--- src/balance_pkg.sv ---
package balance_pkg;

   // Register indices; the byte address is four times the index.
   localparam logic [7:0] IDX_AUX_DIAG = 8'h6e;
   localparam logic [7:0] IDX_SWITCH = 8'h6f;
   localparam logic [7:0] IDX_EXP_GROUP = 8'h70;
   localparam logic [7:0] IDX_EXP_CELL_TWO = 8'h71;
   localparam logic [11:0] ADDR_AUX_DIAG = {2'h0, IDX_AUX_DIAG, 2'h0};
   localparam logic [11:0] ADDR_SWITCH = {2'h0, IDX_SWITCH, 2'h0};
   localparam logic [11:0] ADDR_EXP_GROUP = {2'h0, IDX_EXP_GROUP, 2'h0};
   localparam logic [11:0] ADDR_EXP_CELL_TWO = {2'h0, IDX_EXP_CELL_TWO, 2'h0};

   // Field layout.
   localparam int AUX_SEL_LSB = 13;
   localparam int RESTART_BIT = 15;
   localparam logic [15:0] MASK_AUX_DIAG = 16'he000;
   localparam logic [15:0] MASK_SWITCH = 16'h3fff;
   localparam logic [15:0] MASK_EXPIRY = 16'h03ff;

   // Reset values.
   localparam logic [2:0] RST_AUX_SEL = 3'h0;
   localparam logic [13:0] RST_SWITCH_EN = 14'h0000;
   localparam logic [9:0] RST_EXPIRY = 10'h000;

   // Balancing modes seen on the balance_mode input.
   localparam logic [2:0] MODE_OFF = 3'h0;
   localparam logic [2:0] MODE_DISCHARGE = 3'h1;
   localparam logic [2:0] MODE_MANUAL = 3'h2;
   localparam logic [2:0] MODE_GROUP = 3'h3;

   // Auxiliary diagnostic selector codes.
   localparam logic [2:0] AUX_ACCEL_DISCHARGE = 3'h2;
   localparam logic [2:0] AUX_THERM_GROUND = 3'h3;

   // Special expiry values.
   localparam logic [9:0] EXP_FOREVER = 10'h3ff;
   localparam logic [9:0] EXP_NONE = 10'h000;

   typedef enum logic [1:0] {UNIT_SECOND, UNIT_MINUTE, UNIT_HOUR} unit_e;

   function automatic unit_e unit_of_mode(input logic [2:0] mode);
      if (mode == MODE_MANUAL) begin
         return UNIT_SECOND;
      end else if (mode[2]) begin
         return UNIT_HOUR;
      end else begin
         return UNIT_MINUTE;
      end
   endfunction

   function automatic logic is_expired(input logic [9:0] limit, input logic [9:0] count);
      if (limit == EXP_NONE) begin
         return 1'b1;
      end else if (limit == EXP_FOREVER) begin
         return 1'b0;
      end else begin
         return count >= limit;
      end
   endfunction

   // Merges write data into a 16-bit register honouring the two low byte strobes.
   function automatic logic [15:0] merge16(input logic [15:0] old, input logic [15:0] wd,
                                           input logic [1:0] strb, input logic [15:0] mask);
      logic [15:0] lanes;
      lanes = {{8{strb[1]}}, {8{strb[0]}}} & mask;
      return (old & ~lanes) | (wd & lanes);
   endfunction

endpackage

--- src/aux_diag_decode.sv ---
`timescale 1ns/10ps
`default_nettype none
module aux_diag_decode
   import balance_pkg::*;
(
   // Clock and reset.
   input wire logic pclk,
   input wire logic presetn,
   input wire logic clk_en,
   // Selector and port roles.
   input wire logic [2:0] aux_diag_select,
   input wire logic [5:0] aux_port_analog,
   // Diagnostic controls.
   output logic [5:0] aux_discharge_r,
   output logic therm_to_ground_r
);

   logic [5:0] aux_discharge_nxt;
   logic therm_to_ground_nxt;

   // Codes 00x and 1xx leave the ports in normal operation.
   assign aux_discharge_nxt = (aux_diag_select == AUX_ACCEL_DISCHARGE) ?
                              aux_port_analog : 6'h00;
   assign therm_to_ground_nxt = (aux_diag_select == AUX_THERM_GROUND);

   always_ff @(posedge pclk or negedge presetn) begin
      if (!presetn) begin
         aux_discharge_r <= 6'h00;
         therm_to_ground_r <= 1'b0;
      end else if (clk_en) begin
         aux_discharge_r <= aux_discharge_nxt;
         therm_to_ground_r <= therm_to_ground_nxt;
      end
   end

endmodule
`default_nettype wire

--- src/balance_timer.sv ---
`timescale 1ns/10ps
`default_nettype none
module balance_timer
   import balance_pkg::*;
(
   // Clock and reset.
   input wire logic pclk,
   input wire logic presetn,
   input wire logic clk_en,
   // Control.
   input wire logic [2:0] mode,
   input wire logic [9:0] limit,
   input wire logic arm,
   input wire logic restart,
   // Time base pulses.
   input wire logic tick_second,
   input wire logic tick_minute,
   input wire logic tick_hour,
   // State.
   output logic [9:0] count_r,
   output logic expired_r
);

   unit_e unit;
   logic tick;
   logic [9:0] count_nxt;
   logic expired_nxt;

   assign unit = unit_of_mode(mode);
   assign tick = (unit == UNIT_SECOND) ? tick_second :
                 (unit == UNIT_MINUTE) ? tick_minute : tick_hour;

   // An expired timer ignores a restart; only a fresh arm starts it again.
   assign count_nxt = arm ? 10'h000 :
                      (restart && !expired_r) ? 10'h000 :
                      (tick && !expired_r && mode != MODE_OFF && count_r != EXP_FOREVER) ?
                      count_r + 10'h001 : count_r;
   assign expired_nxt = is_expired(limit, count_nxt) || (expired_r && !arm);

   always_ff @(posedge pclk or negedge presetn) begin
      if (!presetn) begin
         count_r <= 10'h000;
         expired_r <= 1'b1;
      end else if (clk_en) begin
         count_r <= count_nxt;
         expired_r <= expired_nxt;
      end
   end

endmodule
`default_nettype wire

--- src/balance_timer_registers.sv ---
// Summary of operation
// - Selector 00x normal, 010 accelerated discharge, 011 thermistor to ground, 1xx reserved.
// - Switch control writes are ignored in balancing mode 001 or 1xx.
// - Writing 1 to bit 15 clears the timer; the strobe reads 0.
// - The restart strobe acts only in manual balancing mode.
// - After expiry restart is ignored; rewrite balancing control to start again.
// - Enable bit n closes the switch across cell n in manual mode until the watchdog expires.
// - Group expiry writes are ignored unless balancing mode is 000.
// - Group expiry is the timeout for manual, discharge and group modes.
// - Expiry is 10 bits; LSB weight is hour, minute or second by mode.
// - Expiry 0x3ff keeps balancing active forever.
// - Expiry 0x000, the reset value, counts as already expired.
// - Cell two expiry applies only in individual automated modes.
// - Cell two expiry writes are ignored in any 1xx mode.
`timescale 1ns/10ps
`default_nettype none
module balance_timer_registers
   import balance_pkg::*;
(
   // APB slave.
   input wire logic pclk,
   input wire logic presetn,
   input wire logic clk_en,
   input wire logic psel,
   input wire logic penable,
   input wire logic pwrite,
   input wire logic [11:0] paddr,
   input wire logic [31:0] pwdata,
   input wire logic [3:0] pstrb,
   output logic [31:0] prdata,
   output logic pready,
   output logic pslverr,
   // Balancing context.
   input wire logic [2:0] balance_mode,
   input wire logic balance_control_write,
   input wire logic tick_second,
   input wire logic tick_minute,
   input wire logic tick_hour,
   // Auxiliary port roles.
   input wire logic [5:0] aux_port_analog,
   // Switch and timer outputs.
   output logic [13:0] switch_close,
   output logic balance_timer_expired,
   output logic [9:0] balance_timer,
   output logic [9:0] group_limit,
   output logic [9:0] cell_two_limit,
   // Auxiliary diagnostics.
   output logic [5:0] aux_discharge,
   output logic therm_to_ground
);

   ////////////////////////////////////////////////////////////////////////////////
   logic [2:0] aux_diag_select_r;
   logic [13:0] balance_switch_enable_r;
   logic [9:0] group_expiry_time_r;
   logic [9:0] cell_two_expiry_time_r;
   logic [31:0] prdata_r;
   logic [31:0] read_val;
   logic [15:0] wd16;
   logic [1:0] strb16;
   logic [15:0] aux_word;
   logic [15:0] switch_word;
   logic [15:0] group_word;
   logic [15:0] cell_two_word;
   logic [15:0] aux_merge;
   logic [15:0] switch_merge;
   logic [15:0] group_merge;
   logic [15:0] cell_two_merge;
   logic [9:0] timer_count;
   logic timer_expired;

   ////////////////////////////////////////////////////////////////////////////////
   // Address decode.
   wire hit_aux = (paddr == ADDR_AUX_DIAG);
   wire hit_switch = (paddr == ADDR_SWITCH);
   wire hit_group = (paddr == ADDR_EXP_GROUP);
   wire hit_cell_two = (paddr == ADDR_EXP_CELL_TWO);
   wire hit_any = hit_aux || hit_switch || hit_group || hit_cell_two;
   wire access = psel && penable;
   wire wr_fire = access && pwrite && hit_any;
   wire rd_setup = psel && !penable && !pwrite;

   // Write guards by balancing mode.
   wire mode_auto = balance_mode[2];
   wire switch_wr_ok = !(balance_mode == MODE_DISCHARGE || mode_auto);
   wire group_wr_ok = (balance_mode == MODE_OFF);
   wire cell_two_wr_ok = !mode_auto;
   wire mode_manual = (balance_mode == MODE_MANUAL);

   wire wr_aux = wr_fire && hit_aux;
   wire wr_switch = wr_fire && hit_switch && switch_wr_ok;
   wire wr_group = wr_fire && hit_group && group_wr_ok;
   wire wr_cell_two = wr_fire && hit_cell_two && cell_two_wr_ok;

   // The strobe is taken only in manual mode and is never stored.
   wire restart_fire = wr_fire && hit_switch && pstrb[1] &&
                       pwdata[RESTART_BIT] && mode_manual;

   ////////////////////////////////////////////////////////////////////////////////
   // Byte-lane merge; the masks keep unused bits at zero.
   assign wd16 = pwdata[15:0];
   assign strb16 = pstrb[1:0];
   assign aux_word = {aux_diag_select_r, 13'h0000};
   assign switch_word = {2'h0, balance_switch_enable_r};
   assign group_word = {6'h00, group_expiry_time_r};
   assign cell_two_word = {6'h00, cell_two_expiry_time_r};
   assign aux_merge = merge16(aux_word, wd16, strb16, MASK_AUX_DIAG);
   assign switch_merge = merge16(switch_word, wd16, strb16, MASK_SWITCH);
   assign group_merge = merge16(group_word, wd16, strb16, MASK_EXPIRY);
   assign cell_two_merge = merge16(cell_two_word, wd16, strb16, MASK_EXPIRY);

   always_ff @(posedge pclk or negedge presetn) begin
      if (!presetn) begin
         aux_diag_select_r <= RST_AUX_SEL;
         balance_switch_enable_r <= RST_SWITCH_EN;
         group_expiry_time_r <= RST_EXPIRY;
         cell_two_expiry_time_r <= RST_EXPIRY;
      end else if (clk_en) begin
         if (wr_aux) begin
            aux_diag_select_r <= aux_merge[15:AUX_SEL_LSB];
         end
         if (wr_switch) begin
            balance_switch_enable_r <= switch_merge[13:0];
         end
         if (wr_group) begin
            group_expiry_time_r <= group_merge[9:0];
         end
         if (wr_cell_two) begin
            cell_two_expiry_time_r <= cell_two_merge[9:0];
         end
      end
   end

   ////////////////////////////////////////////////////////////////////////////////
   // Read path; the restart bit always reads zero.
   assign read_val = hit_aux ? {16'h0000, aux_word} :
                     hit_switch ? {16'h0000, switch_word} :
                     hit_group ? {16'h0000, group_word} :
                     hit_cell_two ? {16'h0000, cell_two_word} : 32'h0000_0000;

   // Read data is captured in the setup cycle so that it comes from a flop.
   always_ff @(posedge pclk or negedge presetn) begin
      if (!presetn) begin
         prdata_r <= 32'h0000_0000;
      end else if (clk_en && rd_setup) begin
         prdata_r <= read_val;
      end
   end

   assign prdata = prdata_r;
   assign pready = 1'b1;
   assign pslverr = access && !hit_any;

   ////////////////////////////////////////////////////////////////////////////////
   balance_timer u_timer (
      .pclk(pclk),
      .presetn(presetn),
      .clk_en(clk_en),
      .mode(balance_mode),
      .limit(group_expiry_time_r),
      .arm(balance_control_write),
      .restart(restart_fire),
      .tick_second(tick_second),
      .tick_minute(tick_minute),
      .tick_hour(tick_hour),
      .count_r(timer_count),
      .expired_r(timer_expired)
   );

   aux_diag_decode u_aux (
      .pclk(pclk),
      .presetn(presetn),
      .clk_en(clk_en),
      .aux_diag_select(aux_diag_select_r),
      .aux_port_analog(aux_port_analog),
      .aux_discharge_r(aux_discharge),
      .therm_to_ground_r(therm_to_ground)
   );

   ////////////////////////////////////////////////////////////////////////////////
   // Switches follow the enables only while the manual watchdog has not expired;
   // the automated engines outside drive the switches in the other modes.
   assign switch_close = (mode_manual && !timer_expired) ?
                         balance_switch_enable_r : 14'h0000;
   assign balance_timer_expired = timer_expired;
   assign balance_timer = timer_count;
   assign group_limit = (balance_mode != MODE_OFF) ? group_expiry_time_r : EXP_NONE;
   assign cell_two_limit = mode_auto ? cell_two_expiry_time_r : EXP_NONE;
endmodule
`default_nettype wire

--- config.mk ---
export PLATFORM = sky130hd
export DESIGN_NAME = balance_timer_registers
export DESIGN_NICKNAME = d
export VERILOG_FILES = /design/src/balance_pkg.sv /design/src/aux_diag_decode.sv /design/src/balance_timer.sv /design/src/balance_timer_registers.sv
export SDC_FILE = /design/constraint.sdc
export NUM_CORES = 1
export LEC_CHECK = 0
export ABC_AREA = 1
export BUFFER_PORTS_ARGS = -buffer_cell sky130_fd_sc_hd__buf_2
export CORE_MARGIN = 1
export CORE_UTILIZATION = 43
export DETAILED_ROUTE_END_ITERATION = 7
export PLACE_DENSITY = 0.7
export SKIP_LAST_GASP = 1
export SYNTH_ARGS = -nofsm -noshare
export SYNTH_HDL_FRONTEND = slang
export SYNTH_SLANG_ARGS = --single-unit
export TNS_END_PERCENT = 100
--- constraint.sdc ---
create_clock -name pclk -period 2.9 [get_ports pclk]
set_input_delay 0.58 -clock pclk [delete_from_list [all_inputs] [get_ports pclk]]
set_output_delay 0.58 -clock pclk [all_outputs]
set_load 0.01 [all_outputs]
==> impl_metrics.py <==
metrics = {
    "grt": {
        "track_usage": 0.242,
        "grt_max_degree": 45,
        "grt_first_pass_wirelength_um": 19700,
        "grt_antenna_before_repair": 0,
        "grt_pass1_vias": 4157,
        "grt_overflow": 0,
    },
    "clocking": {
        "insertion_delay_ps": 350,
        "cts_resized": 0,
        "clock-sinks": 71,
        "ctsLongestPathBuffers": 2,
        "cts_buffers": 9,
        "cts_tree": "built",
        "h-tree-depth": 3,
        "cts_hold_buf": 0,
        "cts-root-buf": "clkbuf_8",
        "clk_pin_slew_ps": 80,
        "cts_setup_buffers": 0,
    },
    "sta": {
        "fin_crit_sh": 0.900,
        "setup_tns_ps": 0,
        "setup_viol": 0,
        "fin_skew_ps": 7.14,
        "fmax_mhz": 383,
        "finalHoldViolCount": 0,
        "rsz0062_at_grt": "false",
        "slew_violations": 0,
        "relSlewSlack": 0.482,
        "tightest_slew_ps": 775,
        "period_minus_slack_ps": 2610,
    },
    "floorplanning": {
        "die_w_um": 103,
        "die-area_um2": 10700,
        "die_h_um": 103,
        "core-area_um2": 9860,
        "pin_count": 153,
        "start_util": 0.447,
        "placementRows": 36,
    },
    "power": {
        "power_density_nw_per_um2": 383,
        "peakVddDrop_uv": 258,
        "leakagePower_uw": 0.00297,
    },
    "route": {
        "routedWlPerCell_um": 13.7,
        "drtPass1Iterations": 5,
        "met3_length_um": 623,
        "route.top_layer_used": "met4",
        "drc": 0,
        "vias_per_cell": 4.89,
        "wl_met1_um": 5380,
        "routed-wl-met2_um": 5790,
        "ant_nets": 0,
        "drtIter0Drc": 146,
        "vias": 4312,
        "wl_um": 12100,
    },
    "placement": {
        "dpl.cell_count": 865,
        "place.port_buffers": 117,
        "dp.final_hpwl_um": 9110,
        "place_congestion": 0.892,
    },
    "setup_path": {
        "critical_path_class": "reg -> reg",
        "r2r_end": "u_timer.expired_r",
        "cp-end-kind": "flop",
        "r2r-start": "u_timer.count_r[1]",
        "r2r_cells": 19,
        "worstPathMaxFanout": 8,
        "worstPathArrival_ps": 2900,
        "cp.required_ps": 3200,
        "critPathLaunchType": "flop",
        "reg2reg_slack_ps": 290,
    },
    "yosys": {
        "yosysUniqueCellTypes": 35,
        "yosys_warnings": 0,
        "synthTopCellsByCount": "nand2_1, inv_1, dfrtp_1, nor2_1, nand3_1",
        "ys_ff_latch": 71,
        "syn-cell-area_um2": 4410,
        "netlist_top_cells_area": "dfrtp_1, nand2_1, inv_1",
        "synth_edf_count": 0,
        "syn_inst": 622,
        "synth_top_area_share": 0.397,
        "synthArstFlopShare": 1.00,
        "synth_ff_type": "dfrtp_1",
        "synth_top_cell_by_area": "dfrtp_1",
        "ys_seq_area_frac": 0.403,
        "synth.most_common_cell": "nand2_1",
        "synth_area_per_cell_um2": 7.09,
    },
    "cells_and_area": {
        "drive_gt1_frac": 0.246,
        "syn_to_final_growth_pct": 20.2,
        "final_cells": 881,
        "nets": 821,
        "diodes": 0,
    },
    "hold_path": {
        "hold_path.class": "in -> async",
    },
    "status": {
        "status": "complete, no violations",
    },
    "run": {
        "maxCapViolCount": 0,
    },
}
## layer usage
metal | global-route usage | up-vias
met5 | 0 | -
met4 | 0.104 | 0
met3 | 0.0329 | 25
met2 | 0.409 | 142
met1 | 0.310 | 1982
li1 | - | 2163
## kinds of logic (layout without fill, tap and decap cells)
| logic type | after synthesis | count (layout) | share of synthesized area |
|---|---|---|---|
| compound gates | 58 | 58 | 0.0752 |
| xor+xnor | 4 | 4 | 0.00794 |
| fa+ha+maj | 11 | 11 | 0.0312 |
| buf+inv | 117 | 228 | 0.121 |
| flops | 71 | 71 | 0.403 |
| other cells | 2 | 17 | 0.00170 |
| simple gates | 359 | 359 | 0.360 |
## how the worst max path moves through the flow
stage | startpoint | endpoint | cells after the start
after global routing | u_timer.count_r[1] | u_timer.expired_r | 19
after CTS | u_timer.count_r[1] | u_timer.expired_r | 19
after detailed placement | balance_mode[2] | u_timer.expired_r | 19
after floorplan | paddr[9] | u_timer.expired_r | 17
final | u_timer.count_r[1] | u_timer.expired_r | 19
after global placement | paddr[1] | u_timer.expired_r | 18
## layout make-up
class	count	area [um2]
Fill cell	1012	4560
Multi-Input combinational cell	449	2160
Sequential cell	71	1780
Timing Repair Buffer	129	688
Inverter	83	312
Tap cell	133	166
Clock buffer	11	141
Clock inverter	5	57.6
## power by group
part	internal, uW	switching, uW
Clock	422	405
Sequential	998	6.86
Combinational	64.5	136
Total	1480	548
## critical path: stages, from the launching register on
cell and delay [ps]:
dfrtp_1 430, ha_1 220, nand2_1 130, inv_1 100, nand3_2 100, nand3_2 190, buf_4 220, nand2_1 50
nand2_1 70, nand2_1 70, inv_1 50, ha_1 300, nand2_1 80, nor2_1 150, nand3_1 90, nand4_1 100
nand2_1 50, nand2_1 50, nand2_1 50, nand2_1 60
## cell usage in the layout, fill, tap and decap left out, drive strengths merged
| cell type | n |
|---|---|
| nand2 | 215 |
| buf | 129 |
| inv | 83 |
| dfrtp | 70 |
| nor2 | 64 |
| nand3 | 57 |
| o21ai | 47 |
| conb | 17 |
| nand4 | 13 |
| ha | 11 |
| clkbuf | 11 |
| a21oi | 8 |
| nor3 | 4 |
| clkinv | 4 |
| xor2 | 3 |
| nor4 | 3 |
| and3 | 2 |
| xnor2 | 1 |
| and2 | 1 |
| o21a | 1 |
| o21bai | 1 |
| a21o | 1 |
| bufinv | 1 |
| dfstp | 1 |
## stage by stage
stage          total power, uW  hold WS (ps)   util  worst slack (ps)  area, um2
2_1_floorplan             1140           284      -               570       4470
3_3_place_gp              1220           461  0.517               268       5100
3_5_place_dp              1230           464  0.517               199       5100
4_1_cts                   2040           259  0.537               301       5300
5_1_grt                   2120           287  0.537              33.6       5300
6_report                  2030           256  0.537               291       5300
Power figures use the tool's default switching activity.
